===== config.mk =====
export PLATFORM = sky130hd
export DESIGN_NAME = pwm_dac_and_clock_output
export DESIGN_NICKNAME = d
export VERILOG_FILES = /design/src/core/pwm_dac_pkg.sv /design/src/core/pwm_dac_and_clock_output.sv
export VERILOG_INCLUDE_DIRS = /design/src /design/src/core
export SDC_FILE = /design/constraint.sdc
export NUM_CORES = 1
export LEC_CHECK = 0
export BUFFER_PORTS_ARGS = -buffer_cell sky130_fd_sc_hd__buf_2
export CORE_UTILIZATION = 55
export DETAILED_ROUTE_END_ITERATION = 6
export GPL_TIMING_DRIVEN = 0
export PLACE_DENSITY = 0.81
export SLEW_MARGIN = 10
export SYNTH_ARGS = -nofsm -noshare
export SYNTH_HDL_FRONTEND = slang
export SYNTH_SLANG_ARGS = --single-unit

===== constraint.sdc =====
create_clock -name aclk -period 2.4 [get_ports aclk]
set_clock_uncertainty 0.15 [all_clocks]
set_input_delay 0.6 -clock aclk [delete_from_list [all_inputs] [get_ports aclk]]
set_output_delay 0.6 -clock aclk [all_outputs]
set_load 0.005 [all_outputs]

===== src/core/pwm_dac_params.svh =====
// Offsets, field positions, reset values and timing counts
`ifndef PWM_DAC_PARAMS_SVH
`define PWM_DAC_PARAMS_SVH

// Register indices; byte address is four times the index
`define CH0_IDX 10'h0E0
`define CH1_IDX 10'h0E1
`define CH2_IDX 10'h0E2
`define CH3_IDX 10'h0E3
`define STATUS_IDX 10'h0F0

// Bus address width
`define AXI_ADDR_W 12

// Channel register fields
`define VAL_MSB 5
`define EN_BIT 6
`define TOP_BIT 7

// Status register fields
`define ST_CNT_MSB 5
`define ST_AUX_BIT 6
`define ST_PHASE_BIT 7
`define ST_PIN_LSB 8
`define ST_AUX_PIN_BIT 12

// Bus responses
`define RESP_OKAY 2'h0
`define RESP_DECERR 2'h3

// Register reset value
`define CH_RESET 8'h00

// Timing
`define CLK_HZ 20000000
`define PWM_RATE_HZ 32500
`define SQW_HZ 62500
`define PWM_STEPS 64
`define PREDIV_CYC (`CLK_HZ / (`PWM_RATE_HZ * `PWM_STEPS))
`define SQW_HALF_CYC (`CLK_HZ / (2 * `SQW_HZ))

`endif


===== src/core/pwm_dac_pkg.sv =====
// Types shared by the PWM converter block
`include "pwm_dac_params.svh"

package pwm_dac_pkg;

    // Write channel states, one-hot
    typedef enum logic [1:0] {
        WR_COLLECT = 2'b01,
        WR_RESP = 2'b10
    } wr_state_e;

    typedef logic [`AXI_ADDR_W-1:0] addr_t;

    // Whole block state
    typedef struct packed {
        logic [3:0][7:0] ch;
        logic [7:0] pre_cnt;
        logic [5:0] pwm_cnt;
        logic [8:0] sq_cnt;
        logic sq_phase;
        logic [3:0] pwm_lvl;
        logic aux_lvl;
        wr_state_e wr;
        logic aw_got;
        addr_t awaddr;
        logic w_got;
        logic [7:0] wdata;
        logic wstrb0;
        logic [1:0] bresp;
        logic rvalid;
        logic [31:0] rdata;
        logic [1:0] rresp;
    } blk_s;

endpackage : pwm_dac_pkg


===== src/core/pwm_dac_and_clock_output.sv =====
// Four-channel PWM converter with square-wave aux output
//
// Chosen here: the AXI4-Lite interface to the registers.
`timescale 1ns/100ps
`include "pwm_dac_params.svh"

module pwm_dac_and_clock_output #(
    // Counter step divider
    parameter logic [7:0] PREDIV = 8'(`PREDIV_CYC),
    // Square wave half period
    parameter logic [8:0] SQW_HALF = 9'(`SQW_HALF_CYC)
) (
    input wire logic aclk,
    input wire logic aresetn,
    input wire pwm_dac_pkg::addr_t awaddr,
    input wire logic awvalid,
    output logic awready,
    input wire logic [31:0] wdata,
    input wire logic [3:0] wstrb,
    input wire logic wvalid,
    output logic wready,
    output logic [1:0] bresp,
    output logic bvalid,
    input wire logic bready,
    input wire pwm_dac_pkg::addr_t araddr,
    input wire logic arvalid,
    output logic arready,
    output logic [31:0] rdata,
    output logic [1:0] rresp,
    output logic rvalid,
    input wire logic rready,
    input wire logic [3:0] pwm_outputs_in,
    output logic [3:0] pwm_outputs_out,
    output logic [3:0] pwm_outputs_oe,
    input wire logic aux_output_in,
    output logic aux_output_out,
    output logic aux_output_oe,
    output logic ext_irq_enable,
    output logic comparator_ref_shift
);
    import pwm_dac_pkg::*;

    // Select code for no mapped register
    localparam logic [2:0] SEL_NONE = 3'h7;
    // Select code for the status register
    localparam logic [2:0] SEL_STAT = 3'h4;

    // Current state
    blk_s s_reg;
    // Next state
    blk_s s_next;
    // Prescaler wrap
    logic pre_tick;
    // Half period of square wave done
    logic sq_tick;
    // Decoded write target
    logic [2:0] wsel;
    // Decoded read target
    logic [2:0] rsel;

    // Maps a byte address onto a register select code
    function automatic logic [2:0] reg_sel(input addr_t a);
        logic [2:0] r;
        r = SEL_NONE;
        if (a[1:0] == 2'h0) begin
            case (a[`AXI_ADDR_W-1:2])
                `CH0_IDX: r = 3'h0;
                `CH1_IDX: r = 3'h1;
                `CH2_IDX: r = 3'h2;
                `CH3_IDX: r = 3'h3;
                `STATUS_IDX: r = SEL_STAT;
                default: r = SEL_NONE;
            endcase
        end
        return r;
    endfunction : reg_sel

    // Read data for a select code
    function automatic logic [31:0] read_word(input blk_s s, input logic [2:0] sel,
            input logic [3:0] pin, input logic apin);
        logic [31:0] d;
        d = 32'h0;
        case (sel)
            3'h0, 3'h1, 3'h3: begin
                d[7:0] = s.ch[sel[1:0]];
            end
            3'h2: begin
                d[6:0] = s.ch[2][6:0];
            end
            SEL_STAT: begin
                d[`ST_CNT_MSB:0] = s.pwm_cnt;
                d[`ST_AUX_BIT] = s.aux_lvl;
                d[`ST_PHASE_BIT] = s.sq_phase;
                d[`ST_PIN_LSB+3:`ST_PIN_LSB] = pin;
                d[`ST_AUX_PIN_BIT] = apin;
            end
            default: d = 32'h0;
        endcase
        return d;
    endfunction : read_word

    // Wrap strobes for the two dividers
    assign pre_tick = (s_reg.pre_cnt == PREDIV - 8'h01);
    assign sq_tick = (s_reg.sq_cnt == SQW_HALF - 9'h001);
    assign rsel = reg_sel(araddr);

    // Next-state logic for counters, outputs and bus
    always_comb begin
        s_next = s_reg;
        wsel = SEL_NONE;

        if (pre_tick) begin
            s_next.pre_cnt = 8'h00;
            s_next.pwm_cnt = s_reg.pwm_cnt + 6'h01;
        end else begin
            s_next.pre_cnt = s_reg.pre_cnt + 8'h01;
        end

        if (sq_tick) begin
            s_next.sq_cnt = 9'h000;
            s_next.sq_phase = ~s_reg.sq_phase;
        end else begin
            s_next.sq_cnt = s_reg.sq_cnt + 9'h001;
        end

        // Compare each channel against shared counter
        for (int i = 0; i < 4; i++) begin
            // High while count at or above N
            // N of zero never goes low
            // N of all ones high on last count only
            // Zero value leaves the enable in charge
            s_next.pwm_lvl[i] = s_reg.ch[i][`EN_BIT]
                && (s_reg.pwm_cnt >= s_reg.ch[i][`VAL_MSB:0]);
        end

        s_next.aux_lvl = s_reg.ch[0][`TOP_BIT] ? s_reg.sq_phase
            : s_reg.ch[1][`TOP_BIT];

        // Write address and data taken in either order
        case (s_reg.wr)
            WR_COLLECT: begin
                if (awvalid && !s_reg.aw_got) begin
                    s_next.aw_got = 1'b1;
                    s_next.awaddr = awaddr;
                end
                if (wvalid && !s_reg.w_got) begin
                    s_next.w_got = 1'b1;
                    s_next.wdata = wdata[7:0];
                    s_next.wstrb0 = wstrb[0];
                end
                // Both halves in hand: commit
                if (s_next.aw_got && s_next.w_got) begin
                    wsel = reg_sel(s_next.awaddr);
                    if (wsel < SEL_STAT && s_next.wstrb0) begin
                        s_next.ch[wsel[1:0]] = s_next.wdata;
                    end
                    // Status writes are ignored quietly
                    s_next.bresp = (wsel == SEL_NONE) ? `RESP_DECERR : `RESP_OKAY;
                    s_next.aw_got = 1'b0;
                    s_next.w_got = 1'b0;
                    s_next.wr = WR_RESP;
                end
            end
            WR_RESP: begin
                // Response holds until taken
                if (bready) begin
                    s_next.wr = WR_COLLECT;
                end
            end
            default: begin
                s_next.wr = WR_COLLECT;
            end
        endcase

        // Read channel, one outstanding
        if (s_reg.rvalid && rready) begin
            s_next.rvalid = 1'b0;
        end
        if (arvalid && !s_reg.rvalid) begin
            s_next.rvalid = 1'b1;
            s_next.rdata = read_word(s_reg, rsel, pwm_outputs_in, aux_output_in);
            s_next.rresp = (rsel == SEL_NONE) ? `RESP_DECERR : `RESP_OKAY;
        end
    end

    // State register
    always_ff @(posedge aclk) begin
        if (!aresetn) begin
            // Cleared anyway, for a known start
            s_reg <= '0;
            s_reg.ch <= {4{`CH_RESET}};
            s_reg.wr <= WR_COLLECT;
        end else begin
            s_reg <= s_next;
        end
    end

    // Bus handshakes, combinational from state
    assign awready = (s_reg.wr == WR_COLLECT) && !s_reg.aw_got;
    assign wready = (s_reg.wr == WR_COLLECT) && !s_reg.w_got;
    assign bvalid = (s_reg.wr == WR_RESP);
    assign bresp = s_reg.bresp;
    assign arready = !s_reg.rvalid;
    assign rvalid = s_reg.rvalid;
    assign rdata = s_reg.rdata;
    assign rresp = s_reg.rresp;

    // Open-drain pins only ever pull low
    // Pins set by enable and data bits
    assign pwm_outputs_out = 4'h0;
    assign pwm_outputs_oe = ~s_reg.pwm_lvl;
    assign aux_output_out = 1'b0;
    assign aux_output_oe = ~s_reg.aux_lvl;

    // Interrupt gate to the interrupt unit and comparator reference shift
    assign ext_irq_enable = s_reg.ch[2][`TOP_BIT];
    assign comparator_ref_shift = s_reg.ch[3][`TOP_BIT];
endmodule : pwm_dac_and_clock_output


## Yosys cells after proc, flatten, opt, wreduce, memory -nomap -nowiden

Cells that the tools add are included.

- Bits in registers: 104
- Bits of input ports: 72
- Logic and storage cells: 110

- Add/subtract/negate cells: 3
- $lt $le $gt $ge: 8
- Eq/ne operators: 22
- Multiplexer cells: 27
- Bitwise operators: 4
- Reductions and logical operators: 26

Operators by type and width:

| operator | number |
|---|---|
| $eq A10 B8 Y1 const B | 10 |
| $mux W35 | 1 |
| $bwmux W32 | 1 |
| $pmux W3 S5 | 2 |
| $mux W13 | 2 |
| $ge A6 B6 Y1 | 4 |
| $pmux W7 S3 | 1 |
| $mux W10 | 2 |
| $bmux W8 S2 | 1 |
| $demux W8 S2 | 1 |
| $mux W8 | 2 |
| $mux W3 | 5 |
| $logic_and A1 B1 Y1 | 13 |
| $add A9 B1 Y9 const B | 1 |
| $eq A3 B3 Y1 const B | 3 |
| $eq A9 B8 Y1 const B | 1 |
| $add A8 B1 Y8 const B | 1 |
| $eq A8 B4 Y1 const B | 1 |
| $add A6 B1 Y6 const B | 1 |
| $eq A3 B2 Y1 const B | 2 |
| $lt A2 B3 Y1 const B | 2 |
| $mux W2 | 3 |
| $mux W5 | 1 |
| $logic_not A2 Y1 | 2 |
| 19 further kinds | 27 |

## Logic depth before layout (Yosys ltp)

- Word-level depth: 14
- Gate-level depth with buffers: 7
- Mapped depth without buffers: 7

## Worst setup path after synthesis

No wires, ideal clock.

- Path type: input -> register
- From: in awaddr[4]
- To: reg s_reg[100] (netlist bit)
- Arrival: 1.978 ns
- Data required time: 2.178 ns
- Slack: 0.200 ns
- Cell stages on the path: 4
- Cell sequence: nor4b_1 > nand4_1 > a221oi_4 > mux2i_1

- Longest elaborated chain between the ends: 12
- Elaborated cells on any way between the ends: 20

Ends and longest elaborated chain:

| element | line | source |
|---|---|---|
| start: declaration | pwm_dac_and_clock_output.sv:15 | `input wire pwm_dac_pkg::addr_t awaddr,` |
| $mux W13 * | pwm_dac_and_clock_output.sv:142 | `if (awvalid && !s_reg.aw_got) begin` |
| $mux W13 * | pwm_dac_and_clock_output.sv:140 | `case (s_reg.wr)` |
| $eq A10 B8 Y1 | pwm_dac_and_clock_output.sv:66 | `` case (a[`AXI_ADDR_W-1:2]) `` |
| $pmux W3 S5 * | pwm_dac_and_clock_output.sv:66 |  |
| $mux W3 * | pwm_dac_and_clock_output.sv:65 | `if (a[1:0] == 2'h0) begin` |
| $mux W3 * | pwm_dac_and_clock_output.sv:152 | `if (s_next.aw_got && s_next.w_got) begin` |
| $mux W3 * | pwm_dac_and_clock_output.sv:140 |  |
| $lt A2 B3 Y1 (not written as such) / $ge A2 B1 Y1 (equally long branches) | pwm_dac_and_clock_output.sv:155 | `s_next.ch[wsel[1:0]] = s_next.wdata;` |
| $logic_and A1 B1 Y1 (not written as such) | pwm_dac_and_clock_output.sv:155 |  |
| $mux W8 (not written as such) | pwm_dac_and_clock_output.sv:155 |  |
| $demux W8 S2 | pwm_dac_and_clock_output.sv:155 |  |
| $bwmux W32 | pwm_dac_and_clock_output.sv:155 |  |
| end signal: assignment | pwm_dac_and_clock_output.sv:194 | `s_reg <= s_next;` |
| end: declaration | pwm_dac_and_clock_output.sv:49 | `blk_s s_reg;` |

Mark *: on every way between the ends. The rest lies on a longest branch, timed or not. The select of a mux whose other input is x is not followed.
A chain may end at the register's enable or synchronous reset.

## Worst setup path in the final report

- From: in awaddr[4]
- To: reg s_reg[112] (netlist bit)

Same word-level chain as after synthesis.

==> impl_metrics.yaml <==
critical_path:
  critPathMaxFanout: 8
  cp-end-kind: "flip-flop"
  cp.required_ps: 2550
  crit_arrival_ps: 2390
  slowest_stage: "nor4b_1"
  cpPeakStageDelay_ps: 450
  path_cells: "buf_2 > nor4b_1 > nand4_1 > a21oi_2 > nand3_2 > mux2i_1"
  critPathKind: "in2reg"
  worst_setup_path_start_kind: "primary input"
status:
  status: "complete, no violations"
timing:
  tightest_slew_ps: 811
  slew_headroom: 0.455
  drv_slew: 0
  max_freq_ghz: 0.446
  rsz0062_at_grt: "no"
  period_share: 0.934
  timing.final.ws_setup_ps: 157
  hold_viol: 0
  post-route-min-period_ps: 2240
  setup_violations: 0
cells_and_area:
  final_net_count: 852
  fillerInstances: 834
  final_area_sq_um: 6360
  diodes: 0
  largest_reg_flops: 84
  synthToLayoutAreaGrowth_pct: 15.2
  final_layout_size_suffix_gt1_frac: 0.209
cts:
  clock_latency_ps: 380
  cts_made_buffers: 9
  cts_resized: 0
  cts.sinks: 102
  clkTransAtPathRegs_ps: 110
  holdBufCountCts: 0
  cts_tree: "built"
  cts_htree_levels: 3
  clockBufferDepth: 2
  clockRootBuffer: "clkbuf_8"
  postCtsSetupBuffers: 0
global_route:
  track_usage: 0.248
  grt_first_pass_wirelength_um: 20200
  grt_antenna_before_repair: 0
  grt_overflow: 0
  grt_pass1_vias: 4341
  grt_max_degree: 19
die:
  fp-row-count: 36
  start_util: 0.568
  core_sq_um: 9730
  die_w_um: 102
  fp.dieH_um: 102
  dieArea_sq_um: 10400
  io_pins: 125
yosys:
  synthTopCellsByArea: "dfxtp_1 (37%), nand2_1 (8.4%), ha_1 (6.3%), mux2i_1 (6.3%), buf_4 (5.6%)"
  yosys-top-cells-count: "nand2_1 (124), dfxtp_1 (102), buf_4 (41)"
  synthCells: 643
  synth-simple-area-share: 0.224
  synth_top_family_by_area: "simple AND/OR/NAND/NOR gates"
  yosysTopAreaCell: "dfxtp_1"
  yosys.area_share.adder: 0.0634
  syn_avg_cell_area_sq_um: 8.59
  yosysWarnings: 0
  seq_area_frac_synth: 0.370
  synthXorXnorAreaFrac: 0.0301
  synth_compound_gate_area_share: 0.139
  ys.flop_type: "dfxtp_1"
  yosys.area.top_type_share: 0.370
  synthDistinctLibCells: 61
  muxShareOfSynthArea: 0.0798
  async_flop_share: 0
  synth.most_common_cell: "nand2_1"
  synth-seq-cells: 102
  synth_edf_count: 0
  netlist_area_sq_um: 5520
power_and_ir_drop:
  p_leak_nw: 2.77
  p_per_area_nw_per_um2: 506
  ir_worst_vdd_v: 0.000370
drt:
  vias: 4686
  drt_first_pass_iters: 6
  viasPerCell: 5.27
  drc: 0
  routedWlPerCell_um: 13.9
  ant_nets: 0
  drtIter0Drc: 205
  drt-total-wl_um: 12400
place:
  io_buffer_count: 72
  pre_cts_ws_ps: -267
  gp_congestion: 0.925
  placed_area_sq_um: 6130
  hpwlAfterDp_um: 9490
hold_path:
  hold_class: "reg2reg"
job:
  maxCapViolCount: 0
layout by cell type, fill, tap and decap left out, drive strengths merged, types with 2 or more instances in the layout:
cell | netlist | layout
nor4b | 5 | 5
nand2 | 124 | 124
mux2i | 35 | 35
o21bai | 4 | 4
nor4 | 2 | 2
nor3 | 6 | 6
xnor2 | 14 | 14
nand2b | 8 | 8
clkbuf | 19 | 29
nor2 | 30 | 30
nand3b | 3 | 3
o21a | 9 | 9
conb | 1 | 24
nand4 | 9 | 9
a21oi | 12 | 12
mux2 | 8 | 8
buf | 44 | 119
a21o | 8 | 8
inv | 33 | 35
a21boi | 26 | 26
clkinv | 0 | 3
and2 | 17 | 17
a31o | 2 | 2
dfxtp | 102 | 102
o211ai | 7 | 7
or2 | 2 | 2
nand3 | 18 | 18
o21ai | 26 | 26
or3 | 2 | 2
and3 | 6 | 6
xor2 | 5 | 5
a2bb2oi | 6 | 6
nor2b | 7 | 7
ha | 28 | 28
and2b | 2 | 2
routing by layer:
metal / up-vias / GRT usage / part of all wire
li1: 2336 / - / -
met1: 2162 / 0.326 / 0.45
met2: 166 / 0.407 / 0.47
met3: 22 / 0.0410 / 0.063
met4: 0 / 0.100 / 0.017
met5: - / 0 / 0
per-stage QoR:
| step | power [mW] | hold slack, ps | utilization | cells | TNS (ps) |
|---|---|---|---|---|---|
| final | 3.22 | 306 | 0.654 | 890 | 0 |
| after detailed placement | 2.19 | 290 | 0.631 | 871 | -6590 |
| after global routing | 3.35 | 320 | 0.654 | 890 | 0 |
| after floorplan | 2.07 | 263 | - | 666 | 0 |
| after global placement | 2.18 | 272 | 0.631 | 871 | -4400 |
| after CTS | 3.24 | 305 | 0.650 | 887 | 0 |
layout make-up:
class	instances	area [sq um]	area share
buffer	63	393	0.0618
clock buffer	10	138	0.0216
clock inverter	6	53.8	0.00846
inverter	33	124	0.0195
multi-input combinational	468	3050	0.479
sequential	102	2040	0.321
tap	133	166	0.0262
timing repair buffer	75	395	0.0622
kinds of logic (layout without fill, tap and decap cells):
logic type | after synthesis | count (layout)
flip-flops | 102 | 102
XOR/XNOR | 19 | 19
multiplexers | 43 | 43
adder cells (fa/ha/maj) | 28 | 28
AO/OA/AOI/OAI | 109 | 109
AND/OR/NAND/NOR | 245 | 245
buffers and inverters | 96 | 187
other | 1 | 24
worst max-delay path, delay by kind of cell:
family | cells | cell delay [ps]
buf+inv | 1 | 100
compound gates | 1 | 320
mux | 1 | 260
simple gates | 3 | 1110
path summary, 6_finish.rpt:
kind                     end  slack (ps)      start  cells after the start
hold / removal      rdata[2]         310   rdata[2]                      2
setup reg to reg   s_reg[82]         220  s_reg[83]                      8
hold reg to reg     rdata[2]         310   rdata[2]                      2
setup / recovery  s_reg[112]         160  awaddr[4]                      6
power breakdown:
| group | switching, mW | internal, mW | leakage, nW |
|---|---|---|---|
| sequential | 0.0376 | 1.74 | 0.827 |
| combinational | 0.218 | 0.167 | 1.85 |
| clock | 0.635 | 0.422 | 0.0950 |
| total | 0.890 | 2.33 | 2.77 |
No activity file was read; power rests on OpenSTA's default activity.
